--- src/hw/sipm_map.vh ---
// Register offsets, field positions and part identification of the id and power block
`ifndef SIPM_MAP_VH
`define SIPM_MAP_VH

// ****************************************************************
// Register offsets (byte index on the plain register port)
// ****************************************************************
`define SIPM_ADDR_W          3
`define SIPM_OFF_ID_HIGH     3'h0
`define SIPM_OFF_ID_LOW      3'h1
`define SIPM_OFF_PMCS1       3'h2
`define SIPM_OFF_PMCS2       3'h3
`define SIPM_OFF_IRQ_STAT    3'h4
`define SIPM_OFF_IRQ_MASK    3'h5

// ****************************************************************
// Part identification (value is arbitrary)
// ****************************************************************
`define SIPM_PART_ID         12'h5A3

// ****************************************************************
// First power control register fields
// ****************************************************************
`define SIPM_B1_WFLAG        7
`define SIPM_B1_WACK         6
`define SIPM_B1_WIE          5
`define SIPM_B1_DRE          4
`define SIPM_B1_DSE          3
`define SIPM_B1_DE           2
`define SIPM_B1_BANDGAP_BUFFER_ENABLE         0

// ****************************************************************
// Second power control register fields
// ****************************************************************
`define SIPM_B2_DLV          5
`define SIPM_B2_WLV          4
`define SIPM_B2_PARTIAL_POWERDOWN_FLAG         3
`define SIPM_B2_PARTIAL_POWERDOWN_ACK       2
`define SIPM_B2_PPDSEL       0

// ****************************************************************
// Interrupt status and mask layout
// ****************************************************************
`define SIPM_IRQ_W           3
`define SIPM_IRQ_WARN        0
`define SIPM_IRQ_DETECT      1
`define SIPM_IRQ_PPD         2

`endif

--- src/hw/sipm_regs.v ---
// Identification and power management register bank
//
// Behaviour
// - Id high bit 7 reads zero; writes ignored
// - Id high bits 6:4 reserved, writes ignored
// - Fixed 12-bit part number across both bytes
// - Warning flag sticky until acknowledged
// - Flag sets on warning, also after reset
// - Acknowledge clears flag only without warning present
// - Interrupt request while flag and enable set
// - Detect reset only when detect enabled
// - Stop enable keeps detection during stop
// - Detect enable qualifies reset and stop enables
// - Bit 0 drives bandgap buffer enable
// - Write-once bit 5 selects detect range
// - Bit 4 selects warning level within range
// - Recovery flag set after partial power down
// - Writing one to bit 2 clears flag
// - Write-once bit 0 selects stop mode
// - Write-once bits locked until relevant reset

`include "sipm_map.vh"

module sipm_regs (
  // Clock and reset
  input  wire       SYS_CLK_I,
  input  wire       SRST_I,
  // Power-on reset marker, high during the power-on reset only
  input  wire       POR_I,
  // Register port
  input  wire [2:0] ADDR_I,
  input  wire [7:0] WDATA_I,
  input  wire       WR_I,
  input  wire       RD_I,
  output reg  [7:0] RDATA_O,
  // Analog and power sequencer status (asynchronous)
  input  wire       LOW_VOLTAGE_WARNING_I,
  input  wire       LOW_VOLTAGE_DETECT_I,
  input  wire       STOP_MODE_I,
  input  wire       PPD_RECOVERED_I,
  // Controls to analog and power sequencer
  output reg        DETECT_ENABLE_O,
  output reg        DETECT_RESET_REQ_O,
  output reg        BANDGAP_BUFFER_ENABLE_O,
  output reg        DETECT_LEVEL_SELECT_O,
  output reg  [1:0] WARNING_LEVEL_O,
  output reg        PARTIAL_POWERDOWN_SELECT_O,
  // Interrupts
  output reg        WARNING_IRQ_O,
  output reg        IRQ_O
);

  // ****************************************************************
  // Input synchronisers
  // ****************************************************************
  reg [3:0] sync1_ff;
  reg [3:0] sync2_ff;
  reg       ppd_prev_ff;
  reg       det_prev_ff;

  // Two-stage capture of asynchronous status
  always @(posedge SYS_CLK_I) begin
    if (SRST_I) begin
      sync1_ff <= 4'h0;
      sync2_ff <= 4'h0;
    end else begin
      sync1_ff <= {PPD_RECOVERED_I, STOP_MODE_I, LOW_VOLTAGE_DETECT_I, LOW_VOLTAGE_WARNING_I};
      sync2_ff <= sync1_ff;
    end
  end

  wire warn_s = sync2_ff[0];
  wire det_s  = sync2_ff[1];
  wire stop_s = sync2_ff[2];
  wire ppd_s  = sync2_ff[3];

  // ****************************************************************
  // Register state
  // ****************************************************************
  reg       wflag_ff;
  reg       wie_ff;
  reg       dre_ff;
  reg       dse_ff;
  reg       de_ff;
  reg       bandgap_buffer_enable_ff;
  reg       dlv_ff;
  reg       wlv_ff;
  reg       partial_powerdown_flag_ff;
  reg       ppdsel_ff;
  reg       lock1_ff;   // Locks first register's write-once bits
  reg       lock_dlv_ff;
  reg       lock_ppd_ff;
  reg [2:0] irq_stat_ff;
  reg [2:0] irq_mask_ff;

  wire wr1 = WR_I && (ADDR_I == `SIPM_OFF_PMCS1);
  wire wr2 = WR_I && (ADDR_I == `SIPM_OFF_PMCS2);
  wire wrs = WR_I && (ADDR_I == `SIPM_OFF_IRQ_STAT);
  wire wrm = WR_I && (ADDR_I == `SIPM_OFF_IRQ_MASK);

  // Detection is active when enabled and not stopped without stop enable
  wire det_active = de_ff && (!stop_s || dse_ff);

  // Events seen by the interrupt status
  wire warn_rise = warn_s && !wflag_ff;
  wire det_evt   = det_active && det_s && !det_prev_ff;
  wire ppd_evt   = ppd_s && !ppd_prev_ff;
  wire [2:0] evt = {ppd_evt, det_evt, warn_rise};

  // ****************************************************************
  // Control and status bits
  // ****************************************************************
  always @(posedge SYS_CLK_I) begin
    if (SRST_I) begin
      wflag_ff    <= 1'b0;
      wie_ff      <= 1'b0;
      dre_ff      <= 1'b0;
      dse_ff      <= 1'b1;
      de_ff       <= 1'b1;
      bandgap_buffer_enable_ff     <= 1'b0;
      wlv_ff      <= 1'b0;
      ppdsel_ff   <= 1'b0;
      lock1_ff    <= 1'b0;
      lock_ppd_ff <= 1'b0;
      ppd_prev_ff <= 1'b0;
      det_prev_ff <= 1'b0;
      irq_stat_ff <= 3'h0;
      irq_mask_ff <= 3'h0;
    end else begin
      ppd_prev_ff <= ppd_s;
      det_prev_ff <= det_s;
      // Sticky warning: set wins, ack clears only without warning
      if (warn_s)
        wflag_ff <= 1'b1;
      else if (wr1 && WDATA_I[`SIPM_B1_WACK])
        wflag_ff <= 1'b0;
      if (wr1) begin
        wie_ff  <= WDATA_I[`SIPM_B1_WIE];
        dse_ff  <= WDATA_I[`SIPM_B1_DSE];
        bandgap_buffer_enable_ff <= WDATA_I[`SIPM_B1_BANDGAP_BUFFER_ENABLE];
        if (!lock1_ff) begin
          dre_ff   <= WDATA_I[`SIPM_B1_DRE];
          de_ff    <= WDATA_I[`SIPM_B1_DE];
          lock1_ff <= 1'b1;
        end
      end
      if (wr2) begin
        wlv_ff <= WDATA_I[`SIPM_B2_WLV];
        if (!lock_ppd_ff) begin
          ppdsel_ff   <= WDATA_I[`SIPM_B2_PPDSEL];
          lock_ppd_ff <= 1'b1;
        end
      end
      // Status bits: event set wins over write-one clear
      irq_stat_ff <= evt | (irq_stat_ff & ~(wrs ? WDATA_I[2:0] : 3'h0));
      if (wrm)
        irq_mask_ff <= WDATA_I[2:0];
    end
  end

  // ****************************************************************
  // Bits kept across ordinary resets, cleared by power-on reset
  // ****************************************************************
  always @(posedge SYS_CLK_I) begin
    if (POR_I) begin
      dlv_ff      <= 1'b0;
      lock_dlv_ff <= 1'b0;
      partial_powerdown_flag_ff     <= 1'b0;
    end else begin
      if (wr2 && !lock_dlv_ff && !SRST_I) begin
        dlv_ff      <= WDATA_I[`SIPM_B2_DLV];
        lock_dlv_ff <= 1'b1;
      end
      // Recovery flag: set wins over acknowledge
      if (ppd_evt && !SRST_I)
        partial_powerdown_flag_ff <= 1'b1;
      else if (wr2 && WDATA_I[`SIPM_B2_PARTIAL_POWERDOWN_ACK] && !SRST_I)
        partial_powerdown_flag_ff <= 1'b0;
    end
  end

  // ****************************************************************
  // Read multiplexer and registered outputs
  // ****************************************************************
  reg [7:0] nxt_rdata;

  // Part number split into its two byte fields without truncating a wider constant
  wire [11:0] part_id = `SIPM_PART_ID;

  // Read data selection
  always @* begin
    nxt_rdata = 8'h00;
    case (ADDR_I)
      `SIPM_OFF_ID_HIGH: nxt_rdata = {4'h0, part_id[11:8]};
      `SIPM_OFF_ID_LOW:  nxt_rdata = part_id[7:0];
      `SIPM_OFF_PMCS1:   nxt_rdata = {wflag_ff, 1'b0, wie_ff, dre_ff,
                                      dse_ff, de_ff, 1'b0, bandgap_buffer_enable_ff};
      `SIPM_OFF_PMCS2:   nxt_rdata = {2'h0, dlv_ff, wlv_ff, partial_powerdown_flag_ff,
                                      2'h0, ppdsel_ff};
      `SIPM_OFF_IRQ_STAT: nxt_rdata = {5'h00, irq_stat_ff};
      `SIPM_OFF_IRQ_MASK: nxt_rdata = {5'h00, irq_mask_ff};
      default:           nxt_rdata = 8'h00;
    endcase
  end

  // Output flip-flops
  always @(posedge SYS_CLK_I) begin
    if (SRST_I) begin
      RDATA_O                    <= 8'h00;
      DETECT_ENABLE_O            <= 1'b0;
      DETECT_RESET_REQ_O         <= 1'b0;
      BANDGAP_BUFFER_ENABLE_O    <= 1'b0;
      DETECT_LEVEL_SELECT_O      <= 1'b0;
      WARNING_LEVEL_O            <= 2'h0;
      PARTIAL_POWERDOWN_SELECT_O <= 1'b0;
      WARNING_IRQ_O              <= 1'b0;
      IRQ_O                      <= 1'b0;
    end else begin
      RDATA_O                    <= RD_I ? nxt_rdata : 8'h00;
      DETECT_ENABLE_O            <= det_active;
      DETECT_RESET_REQ_O         <= det_active && dre_ff && det_s;
      BANDGAP_BUFFER_ENABLE_O    <= bandgap_buffer_enable_ff;
      DETECT_LEVEL_SELECT_O      <= dlv_ff;
      WARNING_LEVEL_O            <= {dlv_ff, wlv_ff};
      PARTIAL_POWERDOWN_SELECT_O <= ppdsel_ff;
      WARNING_IRQ_O              <= wie_ff && wflag_ff;
      IRQ_O                      <= |(irq_stat_ff & irq_mask_ff);
    end
  end

endmodule // sipm_regs

--- config.mk ---
export PLATFORM = sky130hd
export DESIGN_NAME = sipm_regs
export DESIGN_NICKNAME = d
export VERILOG_FILES = /design/src/hw/sipm_regs.v
export VERILOG_INCLUDE_DIRS = /design/src /design/src/hw
export SDC_FILE = /design/constraint.sdc
export NUM_CORES = 1
export LEC_CHECK = 0
export ABC_AREA = 1
export BUFFER_PORTS_ARGS = -buffer_cell sky130_fd_sc_hd__clkbuf_2
export CAP_MARGIN = 20
export CORE_MARGIN = 5
export CORE_UTILIZATION = 40
export DETAILED_ROUTE_END_ITERATION = 16
export SLEW_MARGIN = 20
export SYNTH_ARGS = -nofsm -noshare
export SYNTH_HDL_FRONTEND = slang
export SYNTH_SLANG_ARGS = --single-unit
--- constraint.sdc ---
create_clock -name SYS_CLK_I -period 1.2 [get_ports SYS_CLK_I]
set_clock_uncertainty 0.15 [all_clocks]
set_input_delay 0.3 -clock SYS_CLK_I [delete_from_list [all_inputs] [get_ports SYS_CLK_I]]
set_output_delay 0.3 -clock SYS_CLK_I [all_outputs]
set_load 0.02 [all_outputs]
==> out/results.txt <==
P&R area growth vs syn: 36.8%
status: finished with violations
CTS Root Cell: clkbuf_8
slowest stage cell, crit path: dfxtp_2
r2r setup slk: 0.22 ns
EDFF count, synth: 0
DR iter-0 viols: 68
count leader, synth: nand2_1
row cnt: 23
cell leakage power: 1.04 nW
largest net degree at the start of global routing: 14
dpl hpwl: 2710 µm
most frequent cells after synthesis: 49 x nand2_1, 44 x dfxtp_1, 38 x nor2_1
cts hold-fix bufs: 0
residual DRC count: 0
post-route cell area: 2250 µm²
CP Cell Sequence: buf_8
Tmin final: 1.23 ns
Worst Setup Slack, final: -0.0256 ns
Max-Cap Viols: 0
first-pass GRT wire length: 5910 µm
Most used DFF post-synth: dfxtp_1
Filler cells: 371
maximum vdd ir drop: 718 µV
Routed Antenna Nets: 0
non-filler instance count after layout: 313
Core Util, Final: 56.4%
DP Area: 1950 µm²
vias in the first global route: 1,286
Cells after DPL: 306
Worst Setup End Kind: output pin
share of cells above drive strength 1: 30.0%
FFs w/ async S/R, synth: 0%
CTS tree: yes
Tcrit/Tclk final: 102%
CP max stage delay: 0.37 ns
area of the multi-input gates: 618 µm²
unrepaired setup endpoints after global routing: true
drt first pass iters: 4
Synthesis Warnings: 0
Die Y: 74.2 µm
Pwr per Cell Area: 1370 nW/µm²
library cells used by synthesis: 23
post-CTS setup buffer count: 0
routability cong.: 0.858
share of the synthesized area in the top cell type: 53.5%
largest fanout on the critical path: 2
top-level I/O count: 37
total wire length: 3470 µm
clock buffer depth: 2
WL per Instance: 11.1 µm
Worst Setup Path Type: reg -> out
H-tree Lvls: 2
Crit path required time: 0.75 ns
Worst Path Buf+Inv: 1
Layout Nets: 283
average size of a mapped cell: 7.59 µm²
total track usage: 14.2%
Synth area leader: dfxtp_1
CTS Sinks: 44
worst hold path type: in -> reg
Seq/Total Area, Yosys: 53.5%
Power, Total: 3.09 mW
Initial Utilization: 41.2%
Mapped Area: 1650 µm²
max-slew violations: 0
core area: 4000 µm²
Die Wd: 74.2 µm
largest cells by area after synthesis: dfxtp_1 53%, nand2_1 11%, nor2_1 8.7%
die area: 5500 µm²
Clock transition at path regs: 0.08 ns
initial antenna violation count: 0
failing checks: negative setup slack
worst skew pair latency: 0.29 ns
number of vias per cell: 4.56
crit-path leading delay family: flip-flops
syn_nets: 237
fmax: 816 MHz
Syn Inst Count: 217
Worst Setup Start Kind: flop
final hold violations: 0
GRT overflow: 0
Synth Register Bits: 44
FF+latch area: 900 µm²
DR vias: 1,427
Port Buffers: 34
n_diodes: 0
Worst EP arrival: 0.78 ns
final setup violation count: 2
CTS buffer count: 5
==> final timing paths <==
path	from	end	depth (start not counted)
setup / recovery	DETECT_LEVEL_SELECT_O	DETECT_LEVEL_SELECT_O	1
hold / removal	STOP_MODE_I	sync1_ff[2]	3
setup reg to reg	wflag_ff	irq_stat_ff[0]	2
hold reg to reg	sync1_ff[3]	sync2_ff[3]	2
==> layout make-up <==
class / instances / share of cell area (%)
Clock buffer: 5 / 3.05
Sequential cell: 44 / 39.9
Tap cell: 50 / 2.77
Multi-Input combinational cell: 135 / 27.4
Clock inverter: 2 / 2.66
Inverter: 30 / 5.22
Timing Repair Buffer: 47 / 19.0
==> routing by layer <==
layer | track usage (%) | wire length (µm) | vias to the layer above
li1 | - | - | 758
met1 | 18.2 | 1600 | 631
met2 | 22.1 | 1610 | 34
met3 | 5.41 | 228 | 4
met4 | 4.23 | 27 | 0
met5 | 0 | 0 | -
==> flip-flops by register name, indices dropped and copies added (netlist names), 3 cells and up <==
signal	flops
irq_stat_ff	3
irq_mask_ff	3
sync1_ff	4
RDATA_O	7
sync2_ff	4
==> power breakdown <==
group	internal [mW]	total (mW)	leakage [nW]	switching, mW
combinational	0.118	0.271	0.609	0.153
sequential	1.51	1.53	0.366	0.0259
clock	0.819	1.29	0.0642	0.469
==> placed cells by master, fill, tap and decap left out, drive strengths merged <==
master	instances
a21oi	17
bufinv	2
dfxtp	44
nand2	52
nor4	1
conb	1
nand3b	1
nor2	40
o21ai	2
nand4	4
or2	1
a22oi	2
nand3	10
clkbuf	23
buf	29
nor3	4
inv	30
==> per-stage QoR <==
stage	worst slack, ns	hold slack [ns]	TNS [ns]
after floorplan	0.00136	0.219	0
after global routing	-0.0528	0.0406	-0.323
after detailed placement	-0.156	0.246	-2.44
final	-0.0256	0.0422	-0.0502
after global placement	-0.165	0.241	-2.48
after CTS	-0.0312	0.0269	-0.208
==> cells by family after synthesis <==
| kind of cell | count (synthesis) | share of synthesized area, % |
|---|---|---|
| other | 1 | 0.228 |
| buffers and inverters | 38 | 9.34 |
| AOI/OAI and AO/OA | 21 | 6.68 |
| and+or+nand+nor | 113 | 30.3 |
| DFF | 44 | 53.5 |
==> what timing repair did <==
| action | 4_1_cts | 5_1_grt |
|---|---|---|
| endpoints found under the hold margin | 0 | 0 |
| setup endpoints to repair | 16 | 16 |
| resized for setup | 44 | 19 |
No activity file was read; power rests on OpenSTA's default activity.
